[config.mk]
export PLATFORM = sky130hd
export DESIGN_NAME = ubg_top
export DESIGN_NICKNAME = d
export VERILOG_FILES = /design/src/ubg_pkg.sv /design/src/ubg_top.sv
export VERILOG_INCLUDE_DIRS = /design/src /design/src/src
export SDC_FILE = /design/constraint.sdc
export NUM_CORES = 1
export LEC_CHECK = 0
export BUFFER_PORTS_ARGS = -buffer_cell sky130_fd_sc_hd__buf_2
export CORE_ASPECT_RATIO = 0.8
export CORE_MARGIN = 2
export CORE_UTILIZATION = 48
export CTS_BUF_LIST = sky130_fd_sc_hd__clkbuf_4
export DETAILED_ROUTE_END_ITERATION = 10
export HOLD_SLACK_MARGIN = 0.15
export SLEW_MARGIN = 5
export SYNTH_ARGS = -nofsm -noshare
export SYNTH_HDL_FRONTEND = slang
export SYNTH_SLANG_ARGS = --single-unit
[constraint.sdc]
create_clock -name sys_clk -period 5.6 [get_ports sys_clk]
set_clock_uncertainty 0.05 [all_clocks]
set_input_delay 0.56 -clock sys_clk [delete_from_list [all_inputs] [get_ports sys_clk]]
set_output_delay 0.56 -clock sys_clk [all_outputs]
set_load 0.02 [all_outputs]
[src/ubg_consts.svh]
/*
 * Register offsets, field positions, reset values and timing counts of the
 * baud generator and line status block.
 * Assumes a 25 MHz system clock and a 3-bit register address.
 */
`ifndef UBG_CONSTS_SVH
`define UBG_CONSTS_SVH

// ----------------------------------------------------------------------
// register offsets
// ----------------------------------------------------------------------
`define UBG_ADDR_DATA 3'h0
`define UBG_ADDR_IER 3'h1
`define UBG_ADDR_LCR 3'h3
`define UBG_ADDR_LSR 3'h5
`define UBG_ADDR_MODE 3'h7

// ----------------------------------------------------------------------
// field positions
// ----------------------------------------------------------------------
`define UBG_IER_RXDATA 0
`define UBG_IER_TX_HOLDING_EMPTY_FLAG 1
`define UBG_IER_LINE 2
`define UBG_LCR_STOP2 2
`define UBG_LCR_PEN 3
`define UBG_LCR_EVEN 4
`define UBG_LCR_STICK 5
`define UBG_LCR_BREAK 6
`define UBG_LCR_LATCH_ACCESS_SELECT 7

// ----------------------------------------------------------------------
// reset values
// ----------------------------------------------------------------------
`define UBG_LSR_RESET 8'h60
`define UBG_DIV_RESET 16'h0000

// ----------------------------------------------------------------------
// timing: reference 1.8432 MHz taken from the 25 MHz clock by an
// accumulator stepping 18432 in 250000 (both scaled by 1/100)
// ----------------------------------------------------------------------
`define UBG_SYS_HZ 25000000
`define UBG_REF_HZ 1843200
`define UBG_ACC_STEP 19'd18432
`define UBG_ACC_MOD 19'd250000
`define UBG_OVERSAMPLE 16
`define UBG_MID_PHASE 4'h7
`define UBG_LAST_PHASE 4'hf
`define UBG_HALF_BIT 4'h8

`endif

[src/ubg_pkg.sv]
/*
 * Types shared by the baud generator and line status block.
 * Assumes nothing of its surroundings.
 */
package ubg_pkg;

    typedef enum logic [2:0] {
        RX_IDLE,
        RX_START,
        RX_DATA,
        RX_PAR,
        RX_STOP,
        RX_BRK
    } ubg_rx_e;

    typedef logic [7:0] ubg_byte_t;

endpackage

[src/ubg_top.sv]
/*
 * Baud rate generator and line status logic of one serial channel, with
 * the minimal receive and transmit paths that drive the status flags.
 * Assumes a 25 MHz sys_clk, a register master that follows the plain
 * strobe protocol, and serial_in_pin synchronous to sys_clk.
 */
// What this block does
// - generator output is sixteen times baud
// - same tick clocks transmitter and receiver
// - divisor held as two byte latches
// - writing either byte reloads baud counter
// - reference 1.8432 MHz from system clock
// - data ready sets on char, clears on read
// - overrun sets on lost char, status read clears
// - parity error sets, status read clears
// - framing error on low stop bit
// - after framing error resync on low
// - break flag after character time low
// - line errors raise enabled interrupt
// - holding empty sets on transfer, write clears
// - holding empty with enable raises interrupt
// - extended mode bit6 means all empty
// - legacy mode bit6 means shifter empty
// - status bit 7 reads zero
`include "ubg_consts.svh"

module ubg_top #(
    parameter int unsigned DIV_W = 16
) (
    input wire logic sys_clk,
    input wire logic arst_n,
    input wire logic [2:0] reg_addr,
    input wire logic [7:0] reg_wdata,
    input wire logic reg_wr,
    input wire logic reg_rd,
    input wire logic serial_in_pin,
    output logic [7:0] reg_rdata_q,
    output logic serial_out_q,
    output logic baud_out_q,
    output logic irq_q
);

    // ------------------------------------------------------------------
    // register decode
    // ------------------------------------------------------------------
    logic [7:0] lcr_q;
    logic [2:0] ier_q;
    logic ext_mode_q;
    logic [7:0] div_lo_q;
    logic [7:0] div_hi_q;
    logic latch_access_select;
    logic div_wr;
    logic thr_wr;
    logic rbr_rd;
    logic lsr_rd;

    assign latch_access_select = lcr_q[`UBG_LCR_LATCH_ACCESS_SELECT];
    assign div_wr = reg_wr && latch_access_select &&
        (reg_addr == `UBG_ADDR_DATA || reg_addr == `UBG_ADDR_IER);
    assign thr_wr = reg_wr && !latch_access_select && reg_addr == `UBG_ADDR_DATA;
    assign rbr_rd = reg_rd && !latch_access_select && reg_addr == `UBG_ADDR_DATA;
    assign lsr_rd = reg_rd && reg_addr == `UBG_ADDR_LSR;

    always_ff @(posedge sys_clk or negedge arst_n)
    begin
        if (!arst_n)
        begin
            lcr_q <= 8'h00;
            ier_q <= 3'h0;
            ext_mode_q <= 1'b0;
        end
        else if (reg_wr)
        begin
            if (reg_addr == `UBG_ADDR_LCR)
                lcr_q <= reg_wdata;
            if (reg_addr == `UBG_ADDR_IER && !latch_access_select)
                ier_q <= reg_wdata[2:0];
            if (reg_addr == `UBG_ADDR_MODE)
                ext_mode_q <= reg_wdata[0];
        end
    end

    always_ff @(posedge sys_clk or negedge arst_n)
    begin
        if (!arst_n)
        begin
            div_lo_q <= 8'h00;
            div_hi_q <= 8'h00;
        end
        else if (div_wr)
        begin
            if (reg_addr == `UBG_ADDR_DATA)
                div_lo_q <= reg_wdata;
            else
                div_hi_q <= reg_wdata;
        end
    end

    // ------------------------------------------------------------------
    // reference and baud generator
    // ------------------------------------------------------------------
    logic [17:0] acc_q;
    logic [18:0] acc_sum;
    logic ref_tick_q;
    logic [DIV_W-1:0] baud_cnt_q;
    logic [DIV_W-1:0] div_new;

    assign acc_sum = {1'b0, acc_q} + `UBG_ACC_STEP;

    // fractional step to the reference rate
    always_ff @(posedge sys_clk or negedge arst_n)
    begin
        if (!arst_n)
        begin
            acc_q <= 18'h0;
            ref_tick_q <= 1'b0;
        end
        else if (acc_sum >= `UBG_ACC_MOD)
        begin
            acc_q <= 18'(acc_sum - `UBG_ACC_MOD);
            ref_tick_q <= 1'b1;
        end
        else
        begin
            acc_q <= acc_sum[17:0];
            ref_tick_q <= 1'b0;
        end
    end

    // new divisor as it will stand once the write lands
    always_comb
    begin
        div_new = DIV_W'({div_hi_q, div_lo_q});
        if (div_wr && reg_addr == `UBG_ADDR_DATA)
            div_new = DIV_W'({div_hi_q, reg_wdata});
        else if (div_wr)
            div_new = DIV_W'({reg_wdata, div_lo_q});
    end

    // one tick per divisor reference periods
    // a zero divisor behaves as one, never stalls
    always_ff @(posedge sys_clk or negedge arst_n)
    begin
        if (!arst_n)
        begin
            baud_cnt_q <= DIV_W'(0);
            baud_out_q <= 1'b0;
        end
        else if (div_wr)
        begin
            baud_cnt_q <= div_new;
            baud_out_q <= 1'b0;
        end
        else if (ref_tick_q && baud_cnt_q <= DIV_W'(1))
        begin
            baud_cnt_q <= div_new;
            baud_out_q <= 1'b1;
        end
        else
        begin
            if (ref_tick_q)
                baud_cnt_q <= baud_cnt_q - DIV_W'(1);
            baud_out_q <= 1'b0;
        end
    end

    // ------------------------------------------------------------------
    // receiver
    // ------------------------------------------------------------------
    ubg_pkg::ubg_rx_e rx_st_q;
    logic rx_in_q;
    logic [3:0] rx_ph_q;
    logic [2:0] rx_bit_q;
    logic [7:0] rx_sh_q;
    logic rx_par_q;
    ubg_pkg::ubg_byte_t rx_buf_q;
    logic [7:0] brk_cnt_q;
    logic [7:0] frame_ticks;
    logic [2:0] wl_last;
    logic par_exp;
    logic ev_dr_q;
    logic ev_oe_q;
    logic ev_pe_q;
    logic ev_fe_q;
    logic ev_bi_q;
    logic dr_q;

    assign wl_last = {1'b0, lcr_q[1:0]} + 3'd4;
    // start + data + parity + stop, in sixteenth-bit ticks
    assign frame_ticks = {2'b00, {1'b0, wl_last} + 4'd3
        + {3'b000, lcr_q[`UBG_LCR_PEN]}, 2'b00} << 2;
    assign par_exp = lcr_q[`UBG_LCR_STICK] ? !lcr_q[`UBG_LCR_EVEN]
        : (rx_par_q ^ !lcr_q[`UBG_LCR_EVEN]);

    always_ff @(posedge sys_clk or negedge arst_n)
    begin
        if (!arst_n)
            rx_in_q <= 1'b1;
        else
            rx_in_q <= serial_in_pin;
    end

    // low line longer than one character
    always_ff @(posedge sys_clk or negedge arst_n)
    begin
        if (!arst_n)
            brk_cnt_q <= 8'h00;
        else if (rx_in_q)
            brk_cnt_q <= 8'h00;
        else if (baud_out_q && brk_cnt_q <= frame_ticks)
            brk_cnt_q <= brk_cnt_q + 8'h01;
    end

    // receiver runs on the generator tick
    always_ff @(posedge sys_clk or negedge arst_n)
    begin
        if (!arst_n)
        begin
            rx_st_q <= ubg_pkg::RX_IDLE;
            rx_ph_q <= 4'h0;
            rx_bit_q <= 3'h0;
            rx_sh_q <= 8'h00;
            rx_par_q <= 1'b0;
            rx_buf_q <= 8'h00;
            ev_dr_q <= 1'b0;
            ev_oe_q <= 1'b0;
            ev_pe_q <= 1'b0;
            ev_fe_q <= 1'b0;
            ev_bi_q <= 1'b0;
        end
        else
        begin
            ev_dr_q <= 1'b0;
            ev_oe_q <= 1'b0;
            ev_pe_q <= 1'b0;
            ev_fe_q <= 1'b0;
            ev_bi_q <= 1'b0;
            if (baud_out_q && brk_cnt_q == frame_ticks)
            begin
                ev_bi_q <= 1'b1;
                rx_st_q <= ubg_pkg::RX_BRK;
                rx_ph_q <= 4'h0;
            end
            else if (baud_out_q)
            begin
                rx_ph_q <= rx_ph_q + 4'h1;
                unique case (rx_st_q)
                    ubg_pkg::RX_IDLE:
                    begin
                        rx_ph_q <= 4'h0;
                        if (!rx_in_q)
                            rx_st_q <= ubg_pkg::RX_START;
                    end
                    ubg_pkg::RX_START:
                        if (rx_ph_q == `UBG_MID_PHASE)
                        begin
                            rx_ph_q <= 4'h0;
                            rx_bit_q <= 3'h0;
                            rx_par_q <= 1'b0;
                            rx_st_q <= rx_in_q ? ubg_pkg::RX_IDLE
                                : ubg_pkg::RX_DATA;
                        end
                    ubg_pkg::RX_DATA:
                        if (rx_ph_q == `UBG_LAST_PHASE)
                        begin
                            rx_sh_q <= {rx_in_q, rx_sh_q[7:1]};
                            rx_par_q <= rx_par_q ^ rx_in_q;
                            rx_bit_q <= rx_bit_q + 3'h1;
                            if (rx_bit_q == wl_last)
                                rx_st_q <= lcr_q[`UBG_LCR_PEN]
                                    ? ubg_pkg::RX_PAR : ubg_pkg::RX_STOP;
                        end
                    ubg_pkg::RX_PAR:
                        if (rx_ph_q == `UBG_LAST_PHASE)
                        begin
                            ev_pe_q <= rx_in_q != par_exp;
                            rx_st_q <= ubg_pkg::RX_STOP;
                        end
                    ubg_pkg::RX_STOP:
                        if (rx_ph_q == `UBG_LAST_PHASE)
                        begin
                            rx_buf_q <= rx_sh_q >> (3'd7 - wl_last);
                            ev_dr_q <= 1'b1;
                            ev_oe_q <= dr_q && !rbr_rd;
                            ev_fe_q <= !rx_in_q;
                            // low stop taken as next start
                            // the low stop was already sampled mid-bit, so
                            // the second start sample is the very next tick
                            rx_ph_q <= rx_in_q ? 4'h0 : `UBG_MID_PHASE;
                            rx_st_q <= rx_in_q ? ubg_pkg::RX_IDLE
                                : ubg_pkg::RX_START;
                        end
                    ubg_pkg::RX_BRK:
                    begin
                        // wait for half a bit of high line
                        if (!rx_in_q)
                            rx_ph_q <= 4'h0;
                        else if (rx_ph_q == `UBG_HALF_BIT - 4'h1)
                            rx_st_q <= ubg_pkg::RX_IDLE;
                    end
                    default:
                        rx_st_q <= ubg_pkg::RX_IDLE;
                endcase
            end
        end
    end

    // ------------------------------------------------------------------
    // transmitter
    // ------------------------------------------------------------------
    ubg_pkg::ubg_byte_t thr_q;
    logic tx_holding_empty_flag_q;
    logic tx_busy_q;
    logic [10:0] tx_sh_q;
    logic [3:0] tx_ph_q;
    logic [3:0] tx_left_q;
    logic [10:0] tx_frame;
    logic [3:0] tx_bits;
    logic tx_par;
    logic [7:0] wl_mask;

    assign wl_mask = 8'hff >> (3'd7 - wl_last);
    assign tx_par = lcr_q[`UBG_LCR_STICK] ? !lcr_q[`UBG_LCR_EVEN]
        : ((^(thr_q & wl_mask)) ^ !lcr_q[`UBG_LCR_EVEN]);
    assign tx_bits = {1'b0, wl_last} + 4'd3 + {3'b000, lcr_q[`UBG_LCR_PEN]}
        + {3'b000, lcr_q[`UBG_LCR_STOP2]};

    always_comb
    begin
        tx_frame = 11'h7ff;
        tx_frame[0] = 1'b0;
        for (int i = 0; i < 8; i++)
        begin
            if (3'(i) <= wl_last)
                tx_frame[i+1] = thr_q[i];
        end
        if (lcr_q[`UBG_LCR_PEN])
            tx_frame[4'(wl_last) + 4'd2] = tx_par;
    end

    // holding empty set on transfer, cleared by write
    // transmitter runs on the generator tick
    always_ff @(posedge sys_clk or negedge arst_n)
    begin
        if (!arst_n)
        begin
            thr_q <= 8'h00;
            tx_holding_empty_flag_q <= 1'b1;
            tx_busy_q <= 1'b0;
            tx_sh_q <= 11'h7ff;
            tx_ph_q <= 4'h0;
            tx_left_q <= 4'h0;
        end
        else
        begin
            if (thr_wr)
            begin
                thr_q <= reg_wdata;
                tx_holding_empty_flag_q <= 1'b0;
            end
            else if (!tx_busy_q && !tx_holding_empty_flag_q)
            begin
                tx_sh_q <= tx_frame;
                tx_left_q <= tx_bits;
                tx_ph_q <= 4'h0;
                tx_busy_q <= 1'b1;
                tx_holding_empty_flag_q <= 1'b1;
            end
            if (tx_busy_q && baud_out_q)
            begin
                tx_ph_q <= tx_ph_q + 4'h1;
                if (tx_ph_q == `UBG_LAST_PHASE)
                begin
                    tx_sh_q <= {1'b1, tx_sh_q[10:1]};
                    tx_left_q <= tx_left_q - 4'h1;
                    if (tx_left_q == 4'h1)
                        tx_busy_q <= 1'b0;
                end
            end
        end
    end

    // break control forces spacing without touching the shifter
    always_ff @(posedge sys_clk or negedge arst_n)
    begin
        if (!arst_n)
            serial_out_q <= 1'b1;
        else
            serial_out_q <= !lcr_q[`UBG_LCR_BREAK] &&
                (!tx_busy_q || tx_sh_q[0]);
    end

    // ------------------------------------------------------------------
    // line status flags
    // ------------------------------------------------------------------
    logic oe_q;
    logic pe_q;
    logic fe_q;
    logic bi_q;
    logic tx_all_empty_flag;
    logic [7:0] lsr_val;

    assign tx_all_empty_flag = ext_mode_q ? (tx_holding_empty_flag_q && !tx_busy_q) : !tx_busy_q;
    assign lsr_val = {1'b0, tx_all_empty_flag, tx_holding_empty_flag_q, bi_q, fe_q, pe_q, oe_q, dr_q};

    // a new event in the clearing cycle wins over the clear
    always_ff @(posedge sys_clk or negedge arst_n)
    begin
        if (!arst_n)
        begin
            dr_q <= 1'b0;
            oe_q <= 1'b0;
            pe_q <= 1'b0;
            fe_q <= 1'b0;
            bi_q <= 1'b0;
        end
        else
        begin
            dr_q <= ev_dr_q || (dr_q && !rbr_rd);
            oe_q <= ev_oe_q || (oe_q && !lsr_rd);
            pe_q <= ev_pe_q || (pe_q && !lsr_rd);
            fe_q <= ev_fe_q || (fe_q && !lsr_rd);
            bi_q <= ev_bi_q || (bi_q && !lsr_rd);
        end
    end

    // line errors gated by their enable
    // holding empty gated by its enable
    always_ff @(posedge sys_clk or negedge arst_n)
    begin
        if (!arst_n)
            irq_q <= 1'b0;
        else
            irq_q <= (ier_q[`UBG_IER_LINE] && (oe_q || pe_q || fe_q || bi_q))
                || (ier_q[`UBG_IER_TX_HOLDING_EMPTY_FLAG] && tx_holding_empty_flag_q)
                || (ier_q[`UBG_IER_RXDATA] && dr_q);
    end

    // ------------------------------------------------------------------
    // read data
    // ------------------------------------------------------------------
    // status writes are simply ignored
    always_ff @(posedge sys_clk or negedge arst_n)
    begin
        if (!arst_n)
            reg_rdata_q <= 8'h00;
        else if (!reg_rd)
            reg_rdata_q <= 8'h00;
        else
            unique case (reg_addr)
                `UBG_ADDR_DATA: reg_rdata_q <= latch_access_select ? div_lo_q : rx_buf_q;
                `UBG_ADDR_IER: reg_rdata_q <= latch_access_select ? div_hi_q
                    : {5'h00, ier_q};
                `UBG_ADDR_LCR: reg_rdata_q <= lcr_q;
                `UBG_ADDR_LSR: reg_rdata_q <= lsr_val;
                `UBG_ADDR_MODE: reg_rdata_q <= {7'h00, ext_mode_q};
                default: reg_rdata_q <= 8'h00;
            endcase
    end
endmodule // ubg_top

## After elaboration in Yosys (flattened, before gate mapping)

Cells that the tools add are included.

| word-level totals | value |
|---|---|
| flip-flop bits (word level) | 149 |
| input bits | 16 |

| cells by class | value |
|---|---|
| add/subtract/negate cells | 14 |
| magnitude comparators | 13 |
| equality and inequality tests | 27 |
| shift operators | 2 |
| multiplexer cells | 91 |
| bitwise gates (word level) | 6 |
| reductions and logical operators | 64 |

Operators with widths:

| operator | number |
|---|---|
| 16-bit two-way mux | 5 |
| 11-bit two-way mux | 5 |
| 4-bit two-way mux | 12 |
| 1-bit two-way mux | 42 |
| 8-bit two-way mux | 5 |
| 8-bit one-hot mux with 5 select lines | 1 |
| 3-bit two-way mux | 13 |
| 1-bit logical AND | 25 |
| 3-bit inequality test (second input constant) | 8 |
| 18-bit by 15-bit adder with 19-bit output (second input constant) | 1 |
| 19-bit by 18-bit greater-or-equal comparator with 1-bit output (second input constant) | 1 |
| 18-bit two-way mux | 1 |
| 3-bit one-hot mux with 6 select lines | 1 |
| 18-bit subtractor (second input constant) | 1 |
| 16-bit by 1-bit less-or-equal comparator with 1-bit output (second input constant) | 1 |
| 4-bit one-hot mux with 4 select lines | 1 |
| 16-bit by 1-bit subtractor with 16-bit output (second input constant) | 1 |
| 3-bit == test (second input constant) | 4 |
| 3-bit less-or-equal comparator (first input constant) | 4 |
| 1-bit logical OR | 12 |
| 2-bit AND reduction | 6 |
| 11-bit bitwise mux | 1 |
| 2-bit nonzero test | 5 |
| 3-bit by 2-bit == test with 1-bit output (second input constant) | 3 |
| 38 further kinds | 58 |

## Longest topological paths before layout

| logic depth | value |
|---|---|
| depth after elaboration | 13 |
| depth in mapped cells | 16 |

## Worst setup path after synthesis

Ideal clock, no wire load.

| timing path | value |
|---|---|
| path kind | flip-flop to flip-flop |
| start | register lcr_q[0] |
| end | register rx_bit_q[2] |
| arrival | 3.124 ns |
| required time | 5.429 ns |
| path slack | 2.305 ns |
| cell stages (with the launch flop) | 17 |
| buffers on the path | 4 |
| period minus slack after synthesis | 3.295 ns |
| cells stage by stage | dfrtp_1 -> buf_2 -> buf_1 -> inv_1 -> ha_1 -> xor2_1 -> inv_1 -> ha_1 -> nand4_1 -> nor4b_1 -> nand2b_1 -> clkbuf_2 -> or4_1 -> clkbuf_1 -> nor2_1 -> mux2_2 -> a22o_1 |

| on the way | value |
|---|---|
| cells in the longest elaborated chain, start to end | 7 |

Ends and longest elaborated chain:

| element | RTL line | RTL |
|---|---|---|
| from (decl) | ubg_top.sv:46 | `logic [7:0] lcr_q;` |
| from (signal assigned) | ubg_top.sv:75 | `lcr_q <= reg_wdata;` |
| 2-bit by 3-bit adder with 3-bit output | ubg_top.sv:188 | `assign wl_last = {1'b0, lcr_q[1:0]} + 3'd4;` |
| 3-bit by 2-bit adder with 4-bit output | ubg_top.sv:190 | `assign frame_ticks = {2'b00, {1'b0, wl_last} + 4'd3` |
| 4-bit by 1-bit adder with 4-bit output | ubg_top.sv:190 |  |
| 8-bit == test | ubg_top.sv:238 | `if (baud_out_q && brk_cnt_q == frame_ticks)` |
| 1-bit logical AND | ubg_top.sv:238 |  |
| 1-bit inverter (no line) | n/a |  |
| 5-bit AND reduction (no line) | n/a |  |
| to (signal assigned) | ubg_top.sv:268 | `rx_bit_q <= rx_bit_q + 3'h1;` |
| to (decl) | ubg_top.sv:173 | `logic [2:0] rx_bit_q;` |

Every way passes these cells.
A chain may end at the register's enable or synchronous reset.

## Worst setup path in the final report

| timing path | value |
|---|---|
| start | register lcr_q[0] |
| end | register rx_buf_q[0] |

| on the way | value |
|---|---|
| cells in the longest elaborated chain, start to end | 7 |
| elaborated cells between the ends (all ways) | 9 |

Ends and longest elaborated chain:

| element | RTL line | RTL |
|---|---|---|
| 2-bit by 3-bit adder with 3-bit output * | ubg_top.sv:188 |  |
| 3-bit by 2-bit adder with 4-bit output | ubg_top.sv:190 |  |
| 4-bit by 1-bit adder with 4-bit output | ubg_top.sv:190 |  |
| 8-bit == test | ubg_top.sv:238 |  |
| 1-bit logical AND | ubg_top.sv:238 |  |
| 1-bit inverter (no line) | n/a |  |
| 4-bit AND reduction (no line) | n/a |  |
| to (signal assigned) | ubg_top.sv:282 | `rx_buf_q <= rx_sh_q >> (3'd7 - wl_last);` |
| to (decl) | ubg_top.sv:176 | `ubg_pkg::ubg_byte_t rx_buf_q;` |

Every way passes the cells marked *; elsewhere a longest branch is shown, timed or not.

==> results.yml <==
route:
  post_drt_wl_per_cell_um: 16.8
  antenna_left: 0
  via_per_inst: 5.68
  num_vias: 5648
  drtPass1Iterations: 7
  first_iter_violations: 551
  drc_errors: 0
  finalWirelength_um: 16700
clocking:
  cts_tree: "yes"
  cts_root_buf: "clkbuf_4"
  cts_buffer_depth: 2
  clkSlewWorstSetupHoldPaths_ps: 120
  cts_sinks: 145
  post-cts-setup-buffer-count: 0
  insertion_delay_ps: 550
  cts-buffers-inserted: 17
  cts_max_level: 4
sta:
  report.final.slew_viol_count: 0
  worst_pin_slew_ps: 876
  finalHoldViolCount: 0
  rsz0062_at_grt: "no"
  max_freq_mhz: 264
  tns_ps: 0
  period_minus_slack_ps: 3790
  slew_headroom_pct: 41.6
  finalSetupViolations: 0
  min_period_over_period_pct: 67.6
power_and_ir_drop:
  p_switching_mw: 0.845
  p_leak_nw: 3.66
  power_density_nw_per_um2: 325
  peakVddDrop_mv: 0.142
  clkPwrFrac_pct: 28.1
  cell_internal_pwr_mw: 1.84
  p_comb_share_pct: 20.6
  p_seq_share_pct: 51.3
  switching_share_pct: 31.5
logic_synthesis:
  synth-edff-count: 0
  yosys_warnings: 0
  syn_area_per_cell_um2: 10.2
  ys_seq_elements: 145
  synthTopCellsByCount: "dfrtp_1 (131), nand2_1 (66), mux2_2 (55), nor2_1 (55), o21ai_0 (48)"
  ys_types: 69
  synth_area_um2: 7640
  async_flop_share_pct: 100
  synth.most_common_cell: "dfrtp_1"
  ys_seq_area_share_pct: 47.7
  synth_area_leaders: "dfrtp_1 (43%), mux2_2 (8.1%), dfstp_2 (4.8%)"
  yosys.area.top_type: "dfrtp_1"
  synth_top_area_share_pct: 42.9
  ys.flop_type: "dfrtp_1"
  synth_fp_nets: 788
  synth_cells: 750
critical_path:
  rr_endpoint: "rx_buf_q[0]"
  critical_path.top_delay_family: "simple AND/OR/NAND/NOR gates"
  path_class: "register to register"
  crit_path_start_kind: "register"
  arrival_ps: 4180
  cp_num_cells: 10
  path_buf_inv: 2
  r2r_slack_ps: 1810
  critPathRequiredTime_ps: 5990
  end_kind: "register"
  crit_fanout: 19
  r2r-start: "lcr_q[0]"
  rr_worst_depth: 10
  path_cells: "inv_1, ha_1, xor2_1, inv_1, ha_1, nand4_1, nor4b_1, nand2b_1, or4_1, mux2_2"
  cpMaxStageDelayCell: "dfrtp_1"
  slowest_delay_ps: 840
global_route:
  global_route.usage.total_pct: 20.7
  grt_pass1_vias: 5303
  antenna_found_initial: 0
  grt_overflow_total: 0
  grt_max_degree: 89
  grt_pass1_wl_um: 27800
worst_hold_path:
  min_to: "reg_rdata_q[1]"
  hold_depth: 2
  min_path_type: "primary input to register"
  hold_start: "reg_rd"
die:
  die-area_um2: 16900
  design.core.area_um2: 15600
  rows: 41
  fp.dieH_um: 117
  io_pins: 27
  dieWidth_um: 145
  start_util_pct: 48.8
cells_and_area:
  final_nets: 804
  finalNonFillerCells: 994
  diodes: 0
  syn_to_final_growth_pct: 8.31
  drive_above_1_share_pct: 19.0
place:
  io_buffers: 26
  dp_cells: 960
  hpwl_um: 11700
  gp_congestion: 0.829
status:
  outcome: "finished, final reports clean"
run:
  maxCapViolCount: 0
[power by group through the flow]
stage | combinational [mW] | sequential (mW) | clock (mW)
final | 0.553 | 1.38 | 0.755
after global routing | 0.621 | 1.40 | 0.825
after CTS | 0.556 | 1.37 | 0.774
after detailed placement | 0.552 | 1.39 | 0
after global placement | 0.538 | 1.39 | 0
after floorplan | 0.449 | 1.32 | 0
[worst reg2reg max path, stage by stage (launching register included)]
cell      delay [ps]
dfrtp_1          840
inv_1            230
ha_1             270
xor2_1           210
inv_1             70
ha_1             290
nand4_1           80
nor4b_1          410
nand2b_1         380
or4_1            460
mux2_2           390
[worst max path at each step]
stage               startpoint  slack (ps)     endpoint
finish                lcr_q[0]        1810  rx_buf_q[0]
global route          lcr_q[0]        1440  rx_buf_q[0]
CTS                   lcr_q[0]        1800  rx_buf_q[0]
detailed placement    lcr_q[0]        1820  rx_buf_q[1]
global placement      lcr_q[0]        2020  rx_buf_q[1]
floorplan             lcr_q[0]        2300  rx_bit_q[2]
[layout make-up]
class,instances,area [um2]
Multi-Input combinational cell,537,3720
Inverter,33,124
Clock inverter,13,186
Tap cell,215,269
Timing Repair Buffer,32,186
Fill cell,1382,7380
Clock buffer,19,143
Sequential cell,145,3650
[per-layer routing]
layer,up-vias,track usage (%),part of all wire (%)
met5,-,0,0
met2,132,31.4,44
li1,2713,-,-
met3,7,4.69,4.9
met1,2796,30.7,51
met4,0,4.03,0.57
[kinds of logic after synthesis]
kind of cell | Yosys count | share of synthesized area, %
and+or+nand+nor | 230 | 15.6
AOI/OAI and AO/OA | 179 | 14.5
DFF | 145 | 47.7
muxes | 72 | 10.7
buffers and inverters | 68 | 3.65
xor gates and xnor gates | 33 | 4.06
adders and majority gates | 23 | 3.74
[flip-flops by register name (all words and copies together), names as in the netlist, 3 cells and up]
name and flops:
rx_buf_q 8, brk_cnt_q 8, rx_sh_q 8, div_hi_q 8, tx_ph_q 4, rx_bit_q 3
rx_st_q 3, thr_q 8, ier_q 3, acc_q 14, baud_cnt_q 16, reg_rdata_q 8
div_lo_q 8, rx_ph_q 4, tx_left_q 4, tx_sh_q 11, lcr_q 8
[layout by cell type, fill, tap and decap left out, drive strengths merged, types with 5 or more instances in the layout]
| cell type | count |
|---|---|
| clkinv | 7 |
| mux2i | 15 |
| dfrtp | 131 |
| a22o | 7 |
| or3 | 8 |
| clkbuf | 19 |
| buf | 30 |
| nand2b | 6 |
| inv | 34 |
| a22oi | 16 |
| nor2b | 15 |
| and2 | 6 |
| or4 | 5 |
| nand4 | 7 |
| mux2 | 55 |
| and3 | 7 |
| o21ai | 60 |
| a21oi | 40 |
| nor2 | 56 |
| ha | 22 |
| nor3 | 14 |
| o31ai | 8 |
| nand3 | 22 |
| a21o | 9 |
| nand2 | 67 |
| a31oi | 6 |
| xor2 | 9 |
| o21a | 7 |
| dfstp | 14 |
| xnor2 | 23 |
[per-stage QoR]
| step | util, % | setup WS, ps | instance area (um2) | hold slack, ps | power (mW) |
|---|---|---|---|---|---|
| floorplan | - | 2300 | 7640 | 214 | 1.77 |
| global placement | 50.6 | 2020 | 7920 | 365 | 1.93 |
| detailed placement | 50.6 | 1820 | 7920 | 369 | 1.95 |
| CTS | 52.9 | 1800 | 8270 | 235 | 2.70 |
| global route | 52.9 | 1440 | 8270 | 208 | 2.85 |
| finish | 52.9 | 1810 | 8270 | 266 | 2.68 |
[repair_timing]
action | 4_1_cts | 5_1_grt
hold endpoints to repair | 87 | 0
gates resized for setup | 0 | 0
hold buffers | 2 | 0
(Power assumes the default switching activity.)
